==> src/adcsw_pkg.sv <==
/*
  Package for the scan sweep sequencer: APB register map, field layout,
  RAM transfer addresses, timing counts and shared types.
  Assumes a single 125 MHz clock domain and a 32-bit APB master.
*/
package adcsw_pkg;
  localparam logic [11:0] OFF_CTRL = 12'h000;
  localparam logic [11:0] OFF_XFEN = 12'h004;
  localparam logic [11:0] OFF_LIMIT = 12'h008;
  localparam logic [11:0] OFF_RESULT = 12'h00c;
  localparam logic [11:0] OFF_IRQ_STAT = 12'h010;
  localparam logic [11:0] OFF_IRQ_MASK = 12'h014;
  localparam logic [11:0] OFF_STATUS = 12'h018;

  localparam int CTRL_RUN_BIT = 0;
  localparam int CTRL_GATE_BIT = 1;
  localparam int XFEN_CONVEND_BIT = 5;
  localparam int LIM_LOWER_LSB = 0;
  localparam int LIM_UPPER_LSB = 8;
  localparam int IRQ_SWEEP_BIT = 0;
  localparam int IRQ_CONV_BIT = 1;

  localparam logic [7:0] UPPER_LIMIT_RESET = 8'hff;
  localparam logic [7:0] LOWER_LIMIT_RESET = 8'h00;
  localparam logic [1:0] IRQ_MASK_RESET = 2'h0;

  localparam logic [19:0] RESULT_ADDR = 20'hfff1e;
  localparam logic [19:0] RAM_BASE_ADDR = 20'hff500;
  localparam logic [19:0] RAM_STEP = 20'h00002;
  localparam logic [2:0] XFER_PRESET = 3'h4;
  localparam logic [1:0] LAST_CHANNEL = 2'h3;
  localparam int RESULT_SHIFT = 6;

  localparam logic [2:0] CONV_DIV = 3'h7;
  localparam logic [4:0] CONV_CLOCKS = 5'h0e;

  typedef enum logic [4:0] {
    ST_IDLE = 5'b00001,
    ST_CONV = 5'b00010,
    ST_XFER = 5'b00100,
    ST_WAIT = 5'b01000,
    ST_NEXT = 5'b10000
  } adcsw_state_e;

  typedef struct packed {
    logic req;
    logic [19:0] addr;
    logic [15:0] data;
  } adcsw_ram_s;
endpackage

==> src/adcsw_sweep.sv <==
/*
  Scan sweep sequencer: one-shot scan of four inputs, transfer of each result
  to four RAM slots in repeat mode, window compare, interrupt on sweep end.
  Assumes a synchronous front end that returns a 10-bit sample on a done
  pulse, and a RAM port that acknowledges each 16-bit write.
*/
// Local design decision: the APB slave port.
`timescale 1ns/10ps
// Behaviour
// - Scan inputs zero to three in ascending order, one after another.
// - Each finished conversion updates the result register and, inside the window, pulses conversion end.
// - Each conversion end triggers a RAM write of the result before next result.
// - Transfer count preset four; fourth transfer raises the sweep interrupt request.
// - Destinations step by two bytes from FF500H to FF507H; source fixed.
// - Each transfer is one 16-bit access sourced from result register FFF1EH.
// - Transfer-end condition clears the conversion-end transfer trigger enable.
// - Conversion end only when lower limit <= result <= upper limit.
// - Conversion clock is the peripheral clock divided by eight.
// - Result held left-aligned in sixteen bits; consumers shift right by six.
// - Converter register writes are ignored while the clock gate is off.
module adcsw_sweep
  import adcsw_pkg::*;
(
  input wire logic clk,
  input wire logic rst,
  input wire logic psel,
  input wire logic penable,
  input wire logic pwrite,
  input wire logic [11:0] paddr,
  input wire logic [31:0] pwdata,
  output logic [31:0] prdata,
  output logic pready,
  output logic pslverr,
  output logic [1:0] channel,
  output logic sampleStart,
  input wire logic sampleDone,
  input wire logic [9:0] sampleData,
  output adcsw_ram_s ram,
  input wire logic ramAck,
  output logic convClk,
  output logic irq
);
  adcsw_state_e state;
  adcsw_state_e next_state;
  logic run;
  logic clockGate;
  logic [7:0] xferEnable;
  logic [7:0] upperLimit;
  logic [7:0] lowerLimit;
  logic [15:0] result;
  logic [1:0] irqStatus;
  logic [1:0] irqMask;
  logic [2:0] xferCount;
  logic [2:0] divCount;
  logic [4:0] convCount;
  logic [9:0] sample;

  // APB decode
  wire apbAccess = psel && penable;
  wire apbWrite = apbAccess && pwrite;
  wire hitCtrl = paddr == OFF_CTRL;
  wire hitXfen = paddr == OFF_XFEN;
  wire hitLimit = paddr == OFF_LIMIT;
  wire hitResult = paddr == OFF_RESULT;
  wire hitStat = paddr == OFF_IRQ_STAT;
  wire hitMask = paddr == OFF_IRQ_MASK;
  wire hitStatus = paddr == OFF_STATUS;
  wire mapped = hitCtrl | hitXfen | hitLimit | hitResult | hitStat | hitMask | hitStatus;

  // Converter registers only; the gate bit itself always stays writable
  wire convWriteOk = clockGate;
  wire wrCtrl = apbWrite && hitCtrl;
  wire wrXfen = apbWrite && hitXfen && convWriteOk;
  wire wrLimit = apbWrite && hitLimit && convWriteOk;
  wire wrStat = apbWrite && hitStat;
  wire wrMask = apbWrite && hitMask;

  // Sequencer events
  wire divTick = divCount == CONV_DIV;
  // Window check uses the upper eight bits of the left-aligned result
  wire [7:0] sampleTop = sample[9:2];
  wire inWindow = (lowerLimit <= sampleTop) && (sampleTop <= upperLimit);
  wire convEnd = (state == ST_WAIT) && inWindow;
  wire xferTrig = convEnd && xferEnable[XFEN_CONVEND_BIT];
  wire xferDone = (state == ST_XFER) && ramAck;
  wire lastXfer = xferDone && (xferCount == 3'h1);
  wire sweepEnd = (state == ST_NEXT) && (channel == LAST_CHANNEL);
  wire [1:0] irqEvents = {convEnd, lastXfer};

  // Next values of the counters, kept out of the clocked blocks
  wire [2:0] next_divCount = divCount + 3'h1;
  wire [4:0] next_convCount = convCount + 5'h1;
  wire [1:0] next_channel = channel + 2'h1;
  wire [2:0] next_xferCount = xferCount - 3'h1;
  wire [19:0] next_ramAddr = ram.addr + RAM_STEP;

  assign pready = 1'b1;
  assign pslverr = apbAccess && !mapped;
  assign irq = |(irqStatus & irqMask);
  assign sampleStart = (state == ST_CONV) && (convCount == 5'h0) && divTick;

  // One channel completes, transfer included, before the next one starts
  always_comb begin
    next_state = state;
    unique case (state)
      ST_IDLE: begin
        if (run) begin
          next_state = ST_CONV;
        end
      end
      ST_CONV: begin
        if (sampleDone) begin
          next_state = ST_WAIT;
        end
      end
      ST_WAIT: begin
        next_state = xferTrig ? ST_XFER : ST_NEXT;
      end
      ST_XFER: begin
        if (ramAck) begin
          next_state = ST_NEXT;
        end
      end
      ST_NEXT: begin
        next_state = (channel == LAST_CHANNEL) ? ST_IDLE : ST_CONV;
      end
    endcase
  end

  always_ff @(posedge clk) begin
    if (rst) begin
      state <= ST_IDLE;
    end else begin
      state <= next_state;
    end
  end

  // Free-running divider keeps every start on the conversion clock grid
  always_ff @(posedge clk) begin
    if (rst) begin
      divCount <= 3'h0;
    end else begin
      divCount <= next_divCount;
    end
  end

  // Registered so the divided clock carries no decode glitch
  always_ff @(posedge clk) begin
    if (rst) begin
      convClk <= 1'b0;
    end else begin
      convClk <= divCount[2];
    end
  end

  // Conversion paced in conversion-clock periods, one channel at a time
  always_ff @(posedge clk) begin
    if (rst || state != ST_CONV) begin
      convCount <= 5'h0;
    end else if (divTick && convCount != CONV_CLOCKS) begin
      convCount <= next_convCount;
    end
  end

  // Back to input zero in idle so every sweep starts there
  always_ff @(posedge clk) begin
    if (rst) begin
      channel <= 2'h0;
    end else if (state == ST_IDLE) begin
      channel <= 2'h0;
    end else if (state == ST_NEXT && channel != LAST_CHANNEL) begin
      channel <= next_channel;
    end
  end

  // Raw sample kept for the window compare
  always_ff @(posedge clk) begin
    if (rst) begin
      sample <= 10'h0;
    end else if (state == ST_CONV && sampleDone) begin
      sample <= sampleData;
    end
  end

  // Left-aligned; a consumer shifts right by six for the raw value
  always_ff @(posedge clk) begin
    if (rst) begin
      result <= 16'h0;
    end else if (state == ST_CONV && sampleDone) begin
      result <= {sampleData, 6'h0};
    end
  end

  // Run stays busy until the scan ends; a write of zero clears it, but the scan runs on to the end
  always_ff @(posedge clk) begin
    if (rst) begin
      run <= 1'b0;
    end else if (sweepEnd) begin
      run <= 1'b0;
    end else if (wrCtrl && convWriteOk) begin
      run <= pwdata[CTRL_RUN_BIT];
    end
  end

  // Never gated itself, or the block could not be woken again
  always_ff @(posedge clk) begin
    if (rst) begin
      clockGate <= 1'b0;
    end else if (wrCtrl) begin
      clockGate <= pwdata[CTRL_GATE_BIT];
    end
  end

  // Hardware clear wins so a late re-enable cannot arm a finished sweep
  always_ff @(posedge clk) begin
    if (rst) begin
      xferEnable <= 8'h0;
    end else if (lastXfer) begin
      xferEnable[XFEN_CONVEND_BIT] <= 1'b0;
    end else if (wrXfen) begin
      xferEnable <= pwdata[7:0];
    end
  end

  // Limits reset to the full window so every result counts
  always_ff @(posedge clk) begin
    if (rst) begin
      upperLimit <= UPPER_LIMIT_RESET;
    end else if (wrLimit) begin
      upperLimit <= pwdata[LIM_UPPER_LSB +: 8];
    end
  end

  always_ff @(posedge clk) begin
    if (rst) begin
      lowerLimit <= LOWER_LIMIT_RESET;
    end else if (wrLimit) begin
      lowerLimit <= pwdata[LIM_LOWER_LSB +: 8];
    end
  end

  // Reload on the last transfer keeps the repeat area ready for the next sweep
  always_ff @(posedge clk) begin
    if (rst) begin
      xferCount <= XFER_PRESET;
    end else if (lastXfer) begin
      xferCount <= XFER_PRESET;
    end else if (xferDone) begin
      xferCount <= next_xferCount;
    end
  end

  always_ff @(posedge clk) begin
    if (rst) begin
      ram.addr <= RAM_BASE_ADDR;
    end else if (lastXfer) begin
      ram.addr <= RAM_BASE_ADDR;
    end else if (xferDone) begin
      ram.addr <= next_ramAddr;
    end
  end

  // Source is always the result register, one 16-bit beat per transfer
  always_ff @(posedge clk) begin
    if (rst) begin
      ram.req <= 1'b0;
      ram.data <= 16'h0;
    end else if (xferTrig) begin
      ram.req <= 1'b1;
      ram.data <= result;
    end else if (xferDone) begin
      ram.req <= 1'b0;
    end
  end

  // Set wins over a write-one clear in the same cycle
  wire [1:0] irqClear = wrStat ? pwdata[1:0] : 2'h0;
  wire [1:0] next_irqStatus = (irqStatus & ~irqClear) | irqEvents;
  always_ff @(posedge clk) begin
    if (rst) begin
      irqStatus <= 2'h0;
    end else begin
      irqStatus <= next_irqStatus;
    end
  end

  // Mask only gates the output; status keeps collecting events
  always_ff @(posedge clk) begin
    if (rst) begin
      irqMask <= IRQ_MASK_RESET;
    end else if (wrMask) begin
      irqMask <= pwdata[1:0];
    end
  end

  // Read-back words
  wire [31:0] rdCtrl = {30'h0, clockGate, run};
  wire [31:0] rdLimit = {16'h0, upperLimit, lowerLimit};
  wire [31:0] rdStatus = {24'h0, 3'h0, xferCount, channel};
  logic [31:0] rdMux;

  always_comb begin
    rdMux = 32'h0;
    unique case (paddr)
      OFF_CTRL: begin
        rdMux = rdCtrl;
      end
      OFF_XFEN: begin
        rdMux = {24'h0, xferEnable};
      end
      OFF_LIMIT: begin
        rdMux = rdLimit;
      end
      OFF_RESULT: begin
        rdMux = {16'h0, result};
      end
      OFF_IRQ_STAT: begin
        rdMux = {30'h0, irqStatus};
      end
      OFF_IRQ_MASK: begin
        rdMux = {30'h0, irqMask};
      end
      OFF_STATUS: begin
        rdMux = rdStatus;
      end
      default: begin
        rdMux = 32'h0;
      end
    endcase
  end

  // Captured in the setup cycle so read data stands through the access phase
  always_ff @(posedge clk) begin
    if (rst) begin
      prdata <= 32'h0;
    end else if (psel && !penable && !pwrite) begin
      prdata <= rdMux;
    end
  end
endmodule

==> config.mk <==
export PLATFORM = sky130hd
export DESIGN_NAME = adcsw_sweep
export DESIGN_NICKNAME = d
export VERILOG_FILES = /design/src/adcsw_pkg.sv /design/src/adcsw_sweep.sv
export SDC_FILE = /design/constraint.sdc
export NUM_CORES = 1
export LEC_CHECK = 0
export ABC_AREA = 1
export BUFFER_PORTS_ARGS = -buffer_cell sky130_fd_sc_hd__buf_4
export CAP_MARGIN = 20
export CORE_AREA = 2 2 107 109
export CTS_BUF_LIST = sky130_fd_sc_hd__clkbuf_4
export CTS_CLUSTER_DIAMETER = 120
export DETAILED_ROUTE_END_ITERATION = 6
export DIE_AREA = 0 0 109 111
export PLACE_DENSITY_LB_ADDON = 0.12
export SLEW_MARGIN = 15
export SYNTH_ARGS = -nofsm -noshare
export SYNTH_HDL_FRONTEND = slang
export SYNTH_SLANG_ARGS = --single-unit
==> constraint.sdc <==
create_clock -name clk -period 1.5 [get_ports clk]
set_input_delay 0.15 -clock clk [delete_from_list [all_inputs] [get_ports clk]]
set_output_delay 0.15 -clock clk [all_outputs]
set_load 0.01 [all_outputs]
### After elaboration in Yosys (flattened, before gate mapping)

Cells that the tools add are included.
Widths: inputs -> output; s select.

* bits in registers: 122
* bits of input ports: 61
* output and inout bits: 76
* word-level logic and storage cells: 104

* add/subtract/negate cells: 5
* $lt $le $gt $ge: 2
* equal/unequal tests: 20
* muxes and demuxes: 10
* bitwise logic cells: 11
* reduce and logical (&&, ||, !) cells: 37

Operators with widths (number)
* $pmux 16 s7: 1
* $eq 12x5->1 const B: 3
* $pmux 5 s5: 1
* $eq 12x4->1 const B: 2
* $logic_and 1x1->1: 24
* $add 20x2->20 const B: 1
* $mux 5: 4
* $le 8x8->1: 2
* $eq 12x3->1 const B: 1
* $logic_not 12->1: 1
* $ne 2x2->1 const B: 4
* $reduce_or 2->1: 4
* $or 1x1->1: 6
* $add 5x1->5 const B: 1
* $eq 5x1->1 const B: 1
* $eq 5x2->1 const B: 1
* $eq 5x3->1 const B: 1
* $eq 5x4->1 const B: 1
* $eq 5x5->1 const B: 1
* $logic_not 5->1: 1
* $ne 5x2->1 const B: 1
* $ne 5x4->1 const B: 1
* $and 2x2->2: 2
* $mux 2: 2
* other kinds (15): 18

### Logic depth before layout (Yosys ltp)

* depth in word-level cells: 9
* mapped depth: 15
* mapped depth without buffers: 14

### Worst setup path after synthesis

No wires, ideal clock.

* path type: register to register
* from: reg result[15] (netlist name)
* to: reg ram[13] in the netlist's numbering
* setup time: 0.113 ns
* arrival time: 1.493 ns
* required time: 1.387 ns
* slack: -0.106 ns
* cell stages (with the launch flop): 11
* buffers on the path: 1
* clock period less this slack: 1.606 ns
* cells stage by stage: dfxtp_1 > inv_1 > ha_1 > nand2_1 > nor2_1 > nand4_1 > nand2_1 > clkbuf_1 > nand4_1 > nand2_1 > nor2_1

RTL lines
* end, declared: RTL line adcsw_sweep.sv:38 `output adcsw_ram_s ram,`

### Worst setup path after layout

* from: reg state[4]
* to: out sampleStart

* longest elaborated chain between the ends: 3

Ends and longest elaborated chain
* start, declared: RTL line adcsw_sweep.sv:43 `adcsw_state_e state;`
* start signal, assigned: RTL line adcsw_sweep.sv:134 `state <= next_state;`
* $eq 5x2->1: RTL line adcsw_sweep.sv:100 `assign sampleStart = (state == ST_CONV) && (convCount == 5'h0) && divTick;`
* $logic_and 1x1->1 (2 in a row): RTL line adcsw_sweep.sv:100
* end, declared: RTL line adcsw_sweep.sv:35 `output logic sampleStart,`

No other way between the ends.

==> reports/metrics.yaml <==
clock_network:
  path_clk_slew_ns: 0.17
  cts_max_level: 3
  cts_max_path_buffers: 2
  clock_latency_ns: 0.49
  cts_buffers: 9
  cts_tree: "done"
  clkSinkCount: 105
  cts-root-buf: "clkbuf_4"
synthesis:
  synthAdderAreaFrac_pct: 5.79
  synth_cells: 749
  synth-seq-cells: 105
  syn_area_per_cell_sq_um: 7.21
  synth_warnings: 0
  synthMuxAreaShare_pct: 0
  synthSimpleGateAreaFrac_pct: 28.1
  async_reset_ff_share_pct: 0
  synth_seq_area_share_pct: 38.9
  synth_area_sq_um: 5400
  synth-compound-area-share_pct: 13.8
  synth.distinct_cells: 41
  yosys.area_share.xor_xnor_pct: 1.30
  synth_top_family_by_area: "simple AND/OR/NAND/NOR gates"
  synth_edf_count: 0
  ys.flop_type: "dfxtp_1"
critical_path:
  cp_max_fo: 3
  path_class: "flop to output port"
  crit_arrival_ns: 1.73
  start_kind: "flop"
  crit_path_end_kind: "output port"
  required_ns: 1.35
layout:
  layout-drive-gt1-share_pct: 37.6
  layout_common_cells: "159 x buf_4, 135 x nand2_1, 84 x dfxtp_1"
  layout_commonest_cell: "buf_4"
  multi_input_area_sq_um: 3330
  nets: 1039
  fin_util_pct: 72.6
  area_growth_pct: 48.8
  fillers: 854
  antennaDiodeCount: 0
  seqCellArea_sq_um: 2140
timing:
  hold_viol: 0
  final.min_clock_period_ns: 1.88
  setup_viol: 53
  rsz0062_at_grt: "true"
  drv_slew: 0
  finalCritPeriodShare_pct: 125
  fmax_mhz: 533
  finClkSkew_ns: 0.0199
  setup_ws_ns: -0.378
floorplan:
  ios: 137
  start_util_pct: 48.8
  core_area_sq_um: 11100
  die_y_um: 111
  die_area_sq_um: 12100
  fp-row-count: 39
  die_w_um: 109
run_status:
  violations: "setup timing"
  status: "complete, but fails checks"
placed_design:
  gp_congestion: 0.868
  dp_hpwl_mm: 11.2
  port_buffers: 96
routing:
  drt-initial-drc-count: 381
  dr.max_layer_used: "met4"
  dr.pass1.iters: 5
  wire_per_inst_um: 14.5
  ant_nets: 0
  wirelength_mm: 16.0
  met1_length_mm: 6.91
  vias_per_cell: 5.16
  drc: 0
  routed-via-count: 5685
  wl_met2_mm: 7.94
  route.met3.wl_um: 775
hold_path:
  hold_path_class: "input pin to flop"
global_routing:
  grt_max_degree: 46
  track_usage_pct: 25.7
  grt_pass1_vias: 5387
  grt-ovfl-total: 0
  antenna_found_initial: 0
  grt_first_pass_wirelength_mm: 24.6
pwr:
  ir_worst_vdd_mv: 0.560
  p_per_area_nw_per_um2: 612
  leakagePower_uw: 0.00354
  total_power_uw: 4920
flow_run:
  maxCapViolations: 0
[flip-flops by register name (all words and copies together) (netlist names), 3 cells and up]
name	cells
state	5
ram	30
xferCount	3
upperLimit	8
result	10
prdata	16
convCount	5
lowerLimit	8
xferEnable	8
divCount	3
[metal layers]
layer  up-vias  GRT usage, %
met1      2678          32.1
met5         -             0
met2       163          43.1
li1       2812             -
met4         0          9.66
met3        32          5.29
[worst max-delay path: stages (launching register included)]
cell and delay (ns):
dfxtp_2 0.38, nor4_4 0.32, inv_2 0.08, nor4_2 0.21
buf_4 0.15, buf_6 0.09
[cell type report]
| cell class | instances | share of cell area, % |
|---|---|---|
| clock buffers | 9 | 0.841 |
| clock inverters | 7 | 0.965 |
| inverters | 94 | 4.64 |
| multi-input cells | 525 | 41.5 |
| flip-flops and latches | 105 | 26.6 |
| well taps | 143 | 2.23 |
| repair buffers | 218 | 23.3 |
[cell families after synthesis]
family / Yosys count
flops: 105
other cells: 2
xor+xnor: 8
buf+inv: 141
compound gates: 135
fa+ha+maj: 25
simple gates: 333
[synth_stat cells, types with 3 or more instances]
cell type / number / area [sq um]
nand3_1: 30 / 150
dfxtp_1: 105 / 2100
xnor2_1: 3 / 26.3
nor2_1: 86 / 323
inv_2: 5 / 18.8
a21oi_1: 61 / 305
o211ai_1: 14 / 105
buf_4: 26 / 195
nor2_2: 3 / 18.8
buf_2: 7 / 35.0
xor2_1: 5 / 43.8
inv_1: 88 / 330
o22ai_1: 10 / 62.6
nor3_1: 19 / 95.1
nor2_4: 5 / 56.3
nand2_1: 153 / 574
o21a_1: 3 / 22.5
a211oi_1: 3 / 22.5
ha_1: 25 / 313
o21ai_0: 40 / 200
clkbuf_1: 11 / 41.3
nand4_1: 20 / 125
[final timing paths]
path               start           to  slack (ns)  cells after the start
max             state[4]  sampleStart       -0.38                      5
min                 psel    prdata[2]        0.07                      5
max reg2reg   result[15]       ram[8]       -0.32                     10
min reg2reg  divCount[2]      convClk        0.44                      2
[metrics by stage]
stage          area (sq um)  setup TNS (ns)  setup slack, ns  hold slack (ns)  instances
2_1_floorplan          5550          -0.367          -0.0359            0.247        771
3_3_place_gp           6700           -1.95          -0.0973            0.367       1031
4_1_cts                7530           -3.43           -0.407           0.0657       1090
6_report               8040           -8.54           -0.378           0.0697       1101
3_5_place_dp           6700           -4.16           -0.214            0.373       1031
5_1_grt                8040          -12.83           -0.490           0.0607       1101
[what timing repair did]
item / 4_1_cts / 5_1_grt
setup buffers: 11 / 13
cloned: 2 / 1
pin swaps: 17 / 59
hold buffers: 31 / 0
endpoints found under the hold margin: 48 / 0
resized for setup: 79 / 134
endpoints found under the setup margin: 51 / 73
[power breakdown]
part           switching (uW)  total (uW)  internal [uW]
clock network            1020        1540            523
logic                     287         549            262
registers                17.0        2830           2810
Note: power is estimated with default switching activity, not from simulation.
